### config.mk
export PLATFORM = sky130hd
export DESIGN_NAME = rtcp_timer
export DESIGN_NICKNAME = d
export VERILOG_FILES = /design/src/rtcp_pkg.sv /design/src/rtcp_in_filter.sv /design/src/rtcp_timer.sv
export SDC_FILE = /design/constraint.sdc
export NUM_CORES = 1
export LEC_CHECK = 0
export ABC_AREA = 1
export BUFFER_PORTS_ARGS = -buffer_cell sky130_fd_sc_hd__buf_2
export CAP_MARGIN = 20
export CORE_MARGIN = 2
export CORE_UTILIZATION = 44
export CTS_CLUSTER_DIAMETER = 40
export DETAILED_ROUTE_END_ITERATION = 10
export REMOVE_ABC_BUFFERS = 1
export SLEW_MARGIN = 25
export SYNTH_ARGS = -nofsm -noshare
export SYNTH_HDL_FRONTEND = slang
export SYNTH_SLANG_ARGS = --single-unit
### constraint.sdc
create_clock -name i_core_clk -period 2.35 [get_ports i_core_clk]
set_clock_uncertainty 0.1 [all_clocks]
set_input_delay 0.47 -clock i_core_clk [delete_from_list [all_inputs] [get_ports i_core_clk]]
set_output_delay 0.47 -clock i_core_clk [all_outputs]
set_load 0.1 [all_outputs]
### src/rtcp_pkg.sv
`default_nettype none
package rtcp_pkg;
	// register byte addresses, one aligned word each, data in bits [7:0]
	localparam logic [5:0] REG_CNT_HI  = 6'h00;
	localparam logic [5:0] REG_CNT_LO  = 6'h04;
	localparam logic [5:0] REG_RLD_HI  = 6'h08;
	localparam logic [5:0] REG_RLD_LO  = 6'h0c;
	localparam logic [5:0] REG_CHA_HI  = 6'h10;
	localparam logic [5:0] REG_CHA_LO  = 6'h14;
	localparam logic [5:0] REG_CHB_HI  = 6'h18;
	localparam logic [5:0] REG_CHB_LO  = 6'h1c;
	localparam logic [5:0] REG_CTL0    = 6'h20;
	localparam logic [5:0] REG_CTL1    = 6'h24;
	localparam logic [5:0] REG_CTL2    = 6'h28;
	localparam logic [5:0] REG_NFC     = 6'h2c;

	// timer_control_zero fields
	localparam int CTL0_MODE_EXT  = 7;
	localparam int CTL0_ISEL_HI   = 4;
	localparam int CTL0_ISEL_LO   = 3;
	// timer_control_one fields
	localparam int CTL1_RUN       = 7;
	localparam int CTL1_POL       = 6;
	localparam int CTL1_PRE_HI    = 5;
	localparam int CTL1_PRE_LO    = 3;
	localparam int CTL1_MODE_HI   = 2;
	// timer_control_two fields
	localparam int CTL2_DUAL_EDGE = 4;
	localparam int CTL2_OUT_EN    = 1;
	localparam int CTL2_CLK_SEL   = 0;
	// noise filter control fields
	localparam int NFC_EN         = 7;
	localparam int NFC_SEL_HI     = 6;
	localparam int NFC_SEL_LO     = 4;

	// {mode_extension_bit, mode field}
	localparam logic [3:0] MODE_CONT  = 4'h1;
	localparam logic [3:0] MODE_PWM   = 4'h3;
	localparam logic [3:0] MODE_TRIG  = 4'h7;
	localparam logic [3:0] MODE_DEMOD = 4'hc;

	// interrupt_source_select values
	localparam logic [1:0] ISEL_CAP_ONLY = 2'h2;
	localparam logic [1:0] ISEL_RLD_ONLY = 2'h3;

	localparam logic [15:0] CNT_RESTART = 16'h0001;
	localparam logic [7:0]  CTL_RESET   = 8'h00;
	localparam logic [15:0] CNT_RESET   = 16'h0001;
	localparam logic [15:0] WORD_RESET  = 16'h0000;

	typedef enum logic {RUN_WAIT, RUN_COUNT} rtcp_run_type;
endpackage
`default_nettype wire

### src/rtcp_in_filter.sv
`timescale 1ns/1ps
`default_nettype none
module rtcp_in_filter
	import rtcp_pkg::*;
(
	input  wire logic       i_core_clk,
	input  wire logic       i_rstn,
	input  wire logic       i_pin,
	input  wire logic       i_enable,
	input  wire logic [2:0] i_sel,
	output logic            o_level
);
	logic       s1_r;
	logic       s2_r;
	logic       lvl_r;
	logic       lvl_nxt;
	logic [7:0] cnt_r;
	logic [7:0] cnt_nxt;
	logic [7:0] lim;

	// input must stay at a new level for 2^sel cycles before it is taken
	always_comb
	begin
		lim     = 8'((9'h001 << i_sel) - 9'h001);
		lvl_nxt = lvl_r;
		cnt_nxt = 8'h00;
		if (!i_enable)
			lvl_nxt = s2_r;
		else if (s2_r != lvl_r)
		begin
			if (cnt_r == lim)
				lvl_nxt = s2_r;
			else
				cnt_nxt = cnt_r + 8'h01;
		end
	end

	always_ff @(posedge i_core_clk or negedge i_rstn)
	begin
		if (!i_rstn)
		begin
			s1_r  <= 1'b0;
			s2_r  <= 1'b0;
			lvl_r <= 1'b0;
			cnt_r <= 8'h00;
		end
		else
		begin
			s1_r  <= i_pin;
			s2_r  <= s1_r;
			lvl_r <= lvl_nxt;
			cnt_r <= cnt_nxt;
		end
	end

	assign o_level = lvl_r;
endmodule
`default_nettype wire

### src/rtcp_timer.sv
// Summary of operation
// - 16-bit counter behind 1..128 prescaler
// - capture/compare channel a and capture-only channel b share one counter
// - counts in the four defined modes on either clock
// - one-shot: count, pulse output, await trigger
// - continuous: hit reload, interrupt, restart 0001H
// - continuous: toggle output on reload when enabled
// - start count first pass only, then 0001H
// - pwm polarity 1: high, low at compare
// - pwm polarity 0: low, high at compare
// - clock source chosen in control two
// - demodulation uses mode field plus extension bit
// - capture edge by polarity, or both edges
// - demodulation interrupt: both, capture or reload
// - demodulation waits for first input transition
// - optional tunable noise filter on input
// - capture stores counter value in channel
// - high-byte read latches low byte while running
// - reload high byte buffered until low write
`timescale 1ns/1ps
`default_nettype none
module rtcp_timer
	import rtcp_pkg::*;
(
	input  wire logic        i_core_clk,
	input  wire logic        i_rstn,
	input  wire logic [5:0]  i_address,
	input  wire logic        i_read,
	input  wire logic        i_write,
	input  wire logic [31:0] i_writedata,
	input  wire logic [3:0]  i_byteenable,
	output logic      [31:0] o_readdata,
	output logic             o_waitrequest,
	input  wire logic        i_timer_in,
	input  wire logic        i_sec_osc,
	output logic             o_timer_out,
	output logic             o_irq
);
	// bus state
	logic         wait_r;
	logic         wait_nxt;
	logic [7:0]   rdata_r;
	logic [7:0]   rdata_nxt;
	// timer state
	logic [15:0]  cnt_r;
	logic [15:0]  cnt_nxt;
	logic [15:0]  rld_r;
	logic [15:0]  rld_nxt;
	logic [7:0]   rld_hold_r;
	logic [7:0]   rld_hold_nxt;
	logic [7:0]   cnt_hold_r;
	logic [7:0]   cnt_hold_nxt;
	logic [15:0]  cha_r;
	logic [15:0]  cha_nxt;
	logic [15:0]  chb_r;
	logic [15:0]  chb_nxt;
	logic [7:0]   ctl0_r;
	logic [7:0]   ctl0_nxt;
	logic [7:0]   ctl1_r;
	logic [7:0]   ctl1_nxt;
	logic [7:0]   ctl2_r;
	logic [7:0]   ctl2_nxt;
	logic [7:0]   nfc_r;
	logic [7:0]   nfc_nxt;
	logic [6:0]   pre_r;
	logic [6:0]   pre_nxt;
	logic         lvl_r;
	logic         lvl_nxt;
	logic         tout_r;
	logic         tout_nxt;
	logic         irq_r;
	logic         irq_nxt;
	logic         in_prev_r;
	logic         sec_s1_r;
	logic         sec_s2_r;
	logic         sec_prev_r;
	rtcp_run_type run_r;
	rtcp_run_type run_nxt;
	// combinational helpers
	logic         fin;
	logic         acc;
	logic         wr;
	logic [7:0]   wd;
	logic         running;
	logic         pol;
	logic [3:0]   mode;
	logic [1:0]   isel;
	logic         clk_tick;
	logic [6:0]   pre_lim;
	logic         pre_end;
	logic         count_en;
	logic         hit;
	logic         rise;
	logic         fall;
	logic         cap_edge;
	logic         pulse;
	logic         rld_ev;
	logic         cap_ev;
	logic [15:0]  cnt_inc;

	rtcp_in_filter u_filter (
		.i_core_clk (i_core_clk),
		.i_rstn     (i_rstn),
		.i_pin      (i_timer_in),
		.i_enable   (nfc_r[NFC_EN]),
		.i_sel      (nfc_r[NFC_SEL_HI:NFC_SEL_LO]),
		.o_level    (fin)
	);

	// avalon slave: one wait cycle, then the request is taken
	always_comb
	begin
		wait_nxt  = !((i_read || i_write) && wait_r);
		rdata_nxt = rdata_r;
		if (i_read && wait_r)
		begin
			case (i_address)
				REG_CNT_HI: rdata_nxt = cnt_r[15:8];
				REG_CNT_LO: rdata_nxt = running ? cnt_hold_r : cnt_r[7:0];
				REG_RLD_HI: rdata_nxt = rld_r[15:8];
				REG_RLD_LO: rdata_nxt = rld_r[7:0];
				REG_CHA_HI: rdata_nxt = cha_r[15:8];
				REG_CHA_LO: rdata_nxt = cha_r[7:0];
				REG_CHB_HI: rdata_nxt = chb_r[15:8];
				REG_CHB_LO: rdata_nxt = chb_r[7:0];
				REG_CTL0:   rdata_nxt = ctl0_r;
				REG_CTL1:   rdata_nxt = ctl1_r;
				REG_CTL2:   rdata_nxt = ctl2_r;
				REG_NFC:    rdata_nxt = nfc_r;
				default:    rdata_nxt = CTL_RESET;
			endcase
		end
	end

	always_ff @(posedge i_core_clk or negedge i_rstn)
	begin
		if (!i_rstn)
		begin
			wait_r  <= 1'b1;
			rdata_r <= CTL_RESET;
		end
		else
		begin
			wait_r  <= wait_nxt;
			rdata_r <= rdata_nxt;
		end
	end

	// timer and register file
	always_comb
	begin
		acc      = (i_read || i_write) && !wait_r;
		wr       = i_write && acc && i_byteenable[0];
		wd       = i_writedata[7:0];
		running  = ctl1_r[CTL1_RUN];
		pol      = ctl1_r[CTL1_POL];
		mode     = {ctl0_r[CTL0_MODE_EXT], ctl1_r[CTL1_MODE_HI:0]};
		isel     = ctl0_r[CTL0_ISEL_HI:CTL0_ISEL_LO];
		// system clock or synchronised 32 kHz rising edges
		clk_tick = ctl2_r[CTL2_CLK_SEL] ? (sec_s2_r && !sec_prev_r)
			: 1'b1;
		pre_lim  = 7'((8'h01 << ctl1_r[CTL1_PRE_HI:CTL1_PRE_LO]) - 8'h01);
		pre_end  = (pre_r == pre_lim);
		count_en = running && clk_tick && pre_end && (run_r == RUN_COUNT);
		hit      = (cnt_r == rld_r);
		cnt_inc  = cnt_r + 16'h0001;
		rise     = fin && !in_prev_r;
		fall     = !fin && in_prev_r;
		cap_edge = ctl2_r[CTL2_DUAL_EDGE] ? (rise || fall)
			: (pol ? rise : fall);
		pulse    = 1'b0;
		rld_ev   = 1'b0;
		cap_ev   = 1'b0;

		cnt_nxt      = cnt_r;
		rld_nxt      = rld_r;
		rld_hold_nxt = rld_hold_r;
		cnt_hold_nxt = cnt_hold_r;
		cha_nxt      = cha_r;
		chb_nxt      = chb_r;
		ctl0_nxt     = ctl0_r;
		ctl1_nxt     = ctl1_r;
		ctl2_nxt     = ctl2_r;
		nfc_nxt      = nfc_r;
		pre_nxt      = pre_r;
		lvl_nxt      = lvl_r;
		run_nxt      = run_r;
		irq_nxt      = 1'b0;

		if (!running)
		begin
			pre_nxt = 7'h00;
			lvl_nxt = pol;
			run_nxt = (mode == MODE_TRIG || mode == MODE_DEMOD)
				? RUN_WAIT : RUN_COUNT;
		end
		else
		begin
			if (clk_tick)
				pre_nxt = pre_end ? 7'h00 : pre_r + 7'h01;
			if (count_en)
				cnt_nxt = hit ? CNT_RESTART : cnt_inc;
			rld_ev = count_en && hit;
			case (mode)
				MODE_TRIG:
				begin
					if (run_r == RUN_WAIT && (pol ? rise : fall))
						run_nxt = RUN_COUNT;
					pulse = rld_ev;
					if (rld_ev)
						run_nxt = RUN_WAIT;
				end
				MODE_CONT:
				begin
					if (rld_ev)
						lvl_nxt = !lvl_r;
				end
				MODE_PWM:
				begin
					if (rld_ev)
						lvl_nxt = pol;
					else if (count_en && cnt_inc == cha_r)
						lvl_nxt = !pol;
				end
				MODE_DEMOD:
				begin
					if (run_r == RUN_WAIT && (rise || fall))
						run_nxt = RUN_COUNT;
					if (run_r == RUN_COUNT && cap_edge)
					begin
						cap_ev = 1'b1;
						// falling edge goes to channel b in dual-edge use
						if (ctl2_r[CTL2_DUAL_EDGE] && fall)
							chb_nxt = cnt_r;
						else
							cha_nxt = cnt_r;
					end
				end
				default:
				begin
					cnt_nxt = cnt_r;
					rld_ev  = 1'b0;
				end
			endcase
			if (mode == MODE_DEMOD)
				irq_nxt = (isel == ISEL_CAP_ONLY) ? cap_ev
					: (isel == ISEL_RLD_ONLY) ? rld_ev
					: (cap_ev || rld_ev);
			else
				irq_nxt = rld_ev;
		end

		// high-byte read while running freezes the low byte for the following read
		if (i_read && wait_r && i_address == REG_CNT_HI && running)
			cnt_hold_nxt = cnt_r[7:0];

		if (wr)
		begin
			case (i_address)
				REG_CNT_HI: cnt_nxt[15:8] = wd;
				REG_CNT_LO: cnt_nxt[7:0]  = wd;
				REG_RLD_HI: rld_hold_nxt  = wd;
				REG_RLD_LO: rld_nxt       = {rld_hold_r, wd};
				REG_CHA_HI: cha_nxt[15:8] = wd;
				REG_CHA_LO: cha_nxt[7:0]  = wd;
				REG_CHB_HI: chb_nxt[15:8] = wd;
				REG_CHB_LO: chb_nxt[7:0]  = wd;
				REG_CTL0:   ctl0_nxt      = wd;
				REG_CTL1:   ctl1_nxt      = wd;
				REG_CTL2:   ctl2_nxt      = wd;
				REG_NFC:    nfc_nxt       = wd;
				default:    ctl0_nxt      = ctl0_r;
			endcase
		end

		// single-cycle pulse in one-shot, level otherwise
		tout_nxt = ctl2_r[CTL2_OUT_EN] &&
			((mode == MODE_TRIG) ? pulse : lvl_nxt);
	end

	always_ff @(posedge i_core_clk or negedge i_rstn)
	begin
		if (!i_rstn)
		begin
			cnt_r      <= CNT_RESET;
			rld_r      <= WORD_RESET;
			rld_hold_r <= CTL_RESET;
			cnt_hold_r <= CTL_RESET;
			cha_r      <= WORD_RESET;
			chb_r      <= WORD_RESET;
			ctl0_r     <= CTL_RESET;
			ctl1_r     <= CTL_RESET;
			ctl2_r     <= CTL_RESET;
			nfc_r      <= CTL_RESET;
			pre_r      <= 7'h00;
			lvl_r      <= 1'b0;
			tout_r     <= 1'b0;
			irq_r      <= 1'b0;
			run_r      <= RUN_WAIT;
			in_prev_r  <= 1'b0;
			sec_s1_r   <= 1'b0;
			sec_s2_r   <= 1'b0;
			sec_prev_r <= 1'b0;
		end
		else
		begin
			cnt_r      <= cnt_nxt;
			rld_r      <= rld_nxt;
			rld_hold_r <= rld_hold_nxt;
			cnt_hold_r <= cnt_hold_nxt;
			cha_r      <= cha_nxt;
			chb_r      <= chb_nxt;
			ctl0_r     <= ctl0_nxt;
			ctl1_r     <= ctl1_nxt;
			ctl2_r     <= ctl2_nxt;
			nfc_r      <= nfc_nxt;
			pre_r      <= pre_nxt;
			lvl_r      <= lvl_nxt;
			tout_r     <= tout_nxt;
			irq_r      <= irq_nxt;
			run_r      <= run_nxt;
			in_prev_r  <= fin;
			sec_s1_r   <= i_sec_osc;
			sec_s2_r   <= sec_s1_r;
			sec_prev_r <= sec_s2_r;
		end
	end

	assign o_readdata    = {24'h000000, rdata_r};
	assign o_waitrequest = wait_r;
	assign o_timer_out   = tout_r;
	assign o_irq         = irq_r;
endmodule
`default_nettype wire

# After elaboration in Yosys (flattened, before gate mapping)
# Index checks and enable logic that the tools add are counted.
[op_classes] add_sub_neg=5 shifts=2 bitwise_logic=1 n_mux=57 reduce_logical=41 eq_ne=28
[ops] operator="$mux 16" count=15
[ops] operator="$pmux 8 s12" count=1
[ops] operator="$mux 8" count=10
[ops] operator="$eq 16x16->1" count=2
[ops] operator="$mux 1" count=26
[ops] operator="$eq 6x5->1 const B" count=4
[ops] operator="$eq 6x6->1 const B" count=4
[ops] operator="$mux 7" count=3
[ops] operator="$logic_and 1x1->1" count=20
[ops] operator="$add 16x1->16 const B" count=1
[ops] operator="$reduce_and 2->1" count=7
[ops] operator="$eq 6x4->1 const B" count=2
[ops] operator="$add 8x1->8 const B" count=1
[ops] operator="$eq 8x8->1" count=1
[ops] operator="$shl 1x3->8 const A" count=1
[ops] operator="$sub 8x1->8 const B" count=1
[ops] operator="$add 7x1->7 const B" count=1
[ops] operator="$eq 7x7->1" count=1
[ops] operator="$logic_not 1->1" count=7
[ops] operator="$shl 1x3->7 const A" count=1
[ops] operator="$sub 7x1->7 const B" count=1
[ops] operator="$eq 6x3->1 const B" count=1
[ops] operator="$logic_not 6->1" count=1
[ops] operator="$ne 2x1->1 const B" count=3
[ops] operator="other kinds (14)" count=19
[word_totals] out_inout_bits=35 ff_bits=147 in_bits=48 word_cells=159

# Depth between registers and ports, before layout
[logic_depth] depth_word=14 ltp_mapped=23

# By module
# Synthesis repeated with hierarchy kept, for this count alone.
[unflattened] cells_unflattened=1056 hier_area_um2=8227.9
[by_module_without_submodules] mod="rtcp_timer" area_each_um2=7601.0 cells_per_inst=976 seq_area_each_um2=3405.8 instances=1
[by_module_without_submodules] mod="rtcp_in_filter" area_each_um2=626.9 cells_per_inst=80 seq_area_each_um2=275.3 instances=1

# Least setup slack after synthesis
# Ideal clock, no wire load.
[synth_path] path_kind="register to register" startpoint="register ctl1_r[4]" endpoint="register cnt_r[11]" t_arrival_ns=2.225 t_required_ns=2.108 period_less_slack_ns=2.467 path_buffers=2 path_stages_with_launch=19 path_slack_ns=-0.117 setup_ns=0.142 path_cell_list="dfrtp_1 buf_2 nor2_2 nand2_2 ha_1 inv_1 nand2_1 nand2_1 nor2_1 nand3_1 nor2_1 nand3_2 nor2_4 inv_2 a21oi_4 inv_2 buf_2 a21oi_1 a22oi_1"
[synth_between] elab_chain_len=10
[synth_rtl] item="start, declared" line_no="rtcp_timer.sv:59" source="logic [7:0] ctl1_r;"
[synth_rtl] item="start signal, assigned" line_no="rtcp_timer.sv:314" source="ctl1_r <= ctl1_nxt;"
[synth_rtl] item="$shl 1x3->7 (*)" line_no="rtcp_timer.sv:162" source="pre_lim = 7'((8'h01 << ctl1_r[CTL1_PRE_HI:CTL1_PRE_LO]) - 8'h01);"
[synth_rtl] item="$sub 7x1->7 (*)" line_no="rtcp_timer.sv:162"
[synth_rtl] item="$eq 7x7->1 (*)" line_no="rtcp_timer.sv:163" source="pre_end = (pre_r == pre_lim);"
[synth_rtl] item="$logic_and 1x1->1 (*) (2 in a row)" line_no="rtcp_timer.sv:164" source="count_en = running && clk_tick && pre_end && (run_r == RUN_COUNT);"
[synth_rtl] item="$mux 16 (*)" line_no="rtcp_timer.sv:201" source="if (count_en)"
[synth_rtl] item="$mux 16 (*)" line_no="rtcp_timer.sv:204" source="case (mode)"
[synth_rtl] item="$mux 16 (*)" line_no="rtcp_timer.sv:190" source="if (!running)"
[synth_rtl] item="$mux 8" line_no="rtcp_timer.sv:259" source="case (i_address)"
[synth_rtl] item="$mux 16 (*)" line_no="rtcp_timer.sv:257" source="if (wr)"
[synth_rtl] item="named net cnt_nxt[11]" line_no="rtcp_timer.sv:46" source="logic [15:0] cnt_nxt;"
[synth_rtl] item="end signal, assigned" line_no="rtcp_timer.sv:307" source="cnt_r <= cnt_nxt;"
[synth_rtl] item="end, declared" line_no="rtcp_timer.sv:45" source="logic [15:0] cnt_r;"
# The timed path passes the listed nets; every way through them passes the cells marked *.
# A chain may end at the register's enable or synchronous reset.

# Worst setup path after layout
[layout_path] startpoint="register ctl1_r[4]" endpoint="register cnt_r[1]"
# The elaborated chain is that of the path after synthesis.

==> metrics.md <==
| Metric | Value |
|---|---|
| Ys flop type | `dfrtp_1` |
| Worst r2r path cells | `20` |
| Share of cells above drive strength 1 | `0.223` |
| Vias per std cell | `5.45` |
| Wirelength per Cell | `18.3 um` |
| GP Congestion | `0.927` |
| Die X | `141 um` |
| CTS sink count | `147` |
| Worst min path class | `in -> reg` |
| Startpoint class of the critical path | `register` |
| Multi-input logic area | `0.00417 mm^2` |
| Count leader, synth | `nand2_1` |
| H-Tree Depth | `4` |
| Post-synth cell types | `47` |
| Ports | `83` |
| Row count | `49` |
| Total gr overflow | `0` |
| Clk root buf | `clkbuf_16` |
| Max Fclk | `375 MHz` |
| Setup WS pre-CTS | `-273 ps` |
| Sequential standard cell area | `0.00368 mm^2` |
| Share of the synthesized area in the top cell type | `0.442` |
| DRT Pass-1 Iters | `6` |
| Post-synthesis cell area | `0.00821 mm^2` |
| Via count | `7798` |
| Clock Latency Late Sink | `440 ps` |
| Slew Viols, Final | `0` |
| Critical Path AT | `2940 ps` |
| Clock transition at path regs | `70 ps` |
| Top post-synthesis cells by area | `dfrtp_1, nand2_1, o21ai_0, inv_1, o211ai_1` |
| Peak VDD IR | `0.519 mV` |
| Initial antenna violation count | `0` |
| Fin Hold WS | `44.6 ps` |
| Status | `complete, but fails checks` |
| IO buf count | `31` |
| Hold Path Origin | `i_timer_in` |
| Residual DRC | `0` |
| EDFF count, synth | `0` |
| Total track usage | `0.273` |
| Ant diodes | `0` |
| Worst-margin pin slew | `655 ps` |
| Nets | `1244` |
| DRT iter0 DRCs | `761` |
| Die Ht | `141 um` |
| Post-Route WL | `26.2 mm` |
| Number of buffers created by CTS | `17` |
| First-pass GRT wire length | `41.2 mm` |
| Leakage | `4.80 nW` |
| Internal reg-to-reg setup slack | `-310 ps` |
| Setup-failing EPs final | `19` |
| RR Endpoint | `cnt_r[1]` |
| Aggregate negative setup slack | `-4790 ps` |
| Reg2reg start | `ctl1_r[4]` |
| Routed Antenna Nets | `0` |
| Final period utilization | `1.13` |
| Avg Cell Area, Syn | `7.81 um^2` |
| Failing checks | `setup timing` |
| Post-Synthesis Cells | `1050` |
| Vias in the first global route | `7403` |
| Initial Util | `0.452` |
| Core area | `0.0181 mm^2` |
| Crit. End Element | `register` |
| Top cell type by total area after synthesis | `dfrtp_1` |
| Seq/Total Area, Yosys | `0.449` |
| Largest net degree at the start of global routing | `57` |
| Die area | `0.0198 mm^2` |
| Worst Setup Path Type | `reg -> reg` |
| Final-report hold violation count | `0` |
| Slew headroom | `0.563` |
| CTS tree | `yes` |
| Power Density | `653 mW/mm^2` |
| CTS Buffer Depth | `2` |
| Post-route total power | `6.75 mW` |
| Worst hold endpoint | `u_filter.s1_r` |
| Crit path time final | `2660 ps` |
| Hpwl dp | `18.7 mm` |
| Seq cells post-synth | `147` |
| Post-route worst setup slack | `-314 ps` |
| WHS Path Cells | `1` |
| Async SR Flop Fraction | `1.00` |
| Max-capacitance violation count | `0` |
| Area growth, synth to finish | `26.0%` |
| Synth warn | `0` |
| WP data required | `2630 ps` |
| Number of fill cells | `1670` |
| Worst-path fanout max | `6` |
| Synth top cells by count | `nand2_1, dfrtp_1, o21ai_0` |
| RSZ-0062 raised after global routing | `true` |
-- layout make-up --
type	instances	share of cell area
clock inverter	14	0.0125
multi-input combinational	757	0.403
inverter	109	0.0415
timing repair inverter	1	0.00109
sequential	147	0.356
clock buffer	18	0.0425
tap	229	0.0277
timing repair buffer	157	0.115
-- critical path, stage by stage, from the launching register on --
cell and delay [ps]:
dfrtp_1 420, nor2_2 150, nand2_2 90, ha_4 280, inv_2 30, nand2_2 40
nand2_1 40, nor2_1 80, nand3_1 90, nor2_1 130, nand3_2 100, nor2_4 180
inv_2 60, a21oi_4 200, nand2_4 140, buf_6 160, clkinv_8 60, nand2_4 40
o211ai_1 70, o21ai_1 90, inv_1 60
-- cells by family (layout without fill, tap and decap cells) --
family,count (synthesis),in the layout,share of synthesized area
AO/OA/AOI/OAI,250,250,0.188
XOR/XNOR,28,28,0.0316
adder cells (fa/ha/maj),6,6,0.00915
buffers and inverters,169,299,0.0898
flip-flops,147,147,0.449
multiplexers,2,2,0.00274
other,1,24,0.000457
AND/OR/NAND/NOR,447,447,0.230
-- stage by stage --
step	cells	area, um^2	utilization
2_1_floorplan	1013	7960	-
4_1_cts	1427	10100	0.558
3_3_place_gp	1384	9310	0.513
3_5_place_dp	1384	9310	0.513
6_report	1432	10300	0.569
5_1_grt	1432	10300	0.569
-- cell usage in the layout, fill, tap and decap left out, types with 9 or more instances in the layout --
cell type | Yosys | layout
dfrtp_1 | 145 | 145
nand4_1 | 14 | 14
clkbuf_16 | 0 | 17
nor2_1 | 64 | 62
nand2_1 | 284 | 277
buf_6 | 0 | 9
xnor2_1 | 10 | 10
buf_2 | 9 | 30
o22ai_1 | 11 | 9
o21ai_1 | 5 | 11
o211ai_1 | 35 | 35
xor2_1 | 17 | 15
o21ai_0 | 116 | 108
a221oi_1 | 18 | 18
nand3_1 | 51 | 41
a22oi_1 | 17 | 9
conb_1 | 1 | 24
inv_1 | 101 | 99
nand3_2 | 2 | 12
buf_4 | 24 | 113
a21oi_1 | 27 | 25
-- worst max path at each step --
stage | start | cells after the start | to | slack, ps
2_1_floorplan | u_filter.o_level | 7 | cha_r[0] | -930
3_3_place_gp | ctl1_r[3] | 19 | cnt_r[1] | -250
3_5_place_dp | cnt_r[0] | 20 | o_timer_out | -270
4_1_cts | ctl1_r[3] | 18 | cnt_r[13] | -250
5_1_grt | ctl1_r[4] | 21 | o_timer_out | -480
6_report | ctl1_r[4] | 20 | cnt_r[1] | -310
-- layer usage --
layer | vias up | track usage | share of wire
met2 | 264 | 0.441 | 0.48
met1 | 3706 | 0.366 | 0.43
met3 | 57 | 0.0468 | 0.057
met4 | 0 | 0.113 | 0.039
met5 | - | 0 | 0
li1 | 3771 | - | -
-- repair_timing --
action / 4_1_cts / 5_1_grt
pin swaps: 7 / 16
buffers inserted: 9 / 6
hold endpoints to repair: 27 / 0
hold buffers: 1 / 0
endpoints found under the setup margin: 19 / 20
gates cloned: 1 / 0
gates resized for setup: 44 / 38
-- report_power, final --
group | switching, mW | internal [mW] | leakage [nW] | total (mW)
registers | 0.113 | 2.65 | 1.91 | 2.76
logic | 0.870 | 0.459 | 2.60 | 1.33
clock network | 1.16 | 1.50 | 0.285 | 2.66
total | 2.14 | 4.61 | 4.80 | 6.75
-- registers in the layout, indices dropped and copies added, names as in the netlist, 7 cells and up --
signal / count
pre_r: 7
ctl1_r: 8
cnt_hold_r: 8
rld_hold_r: 8
ctl0_r: 8
nfc_r: 8
cnt_r: 16
ctl2_r: 8
u_filter.cnt_r: 8
cha_r: 16
chb_r: 16
rld_r: 16
rdata_r: 8
(Power assumes the default switching activity.)
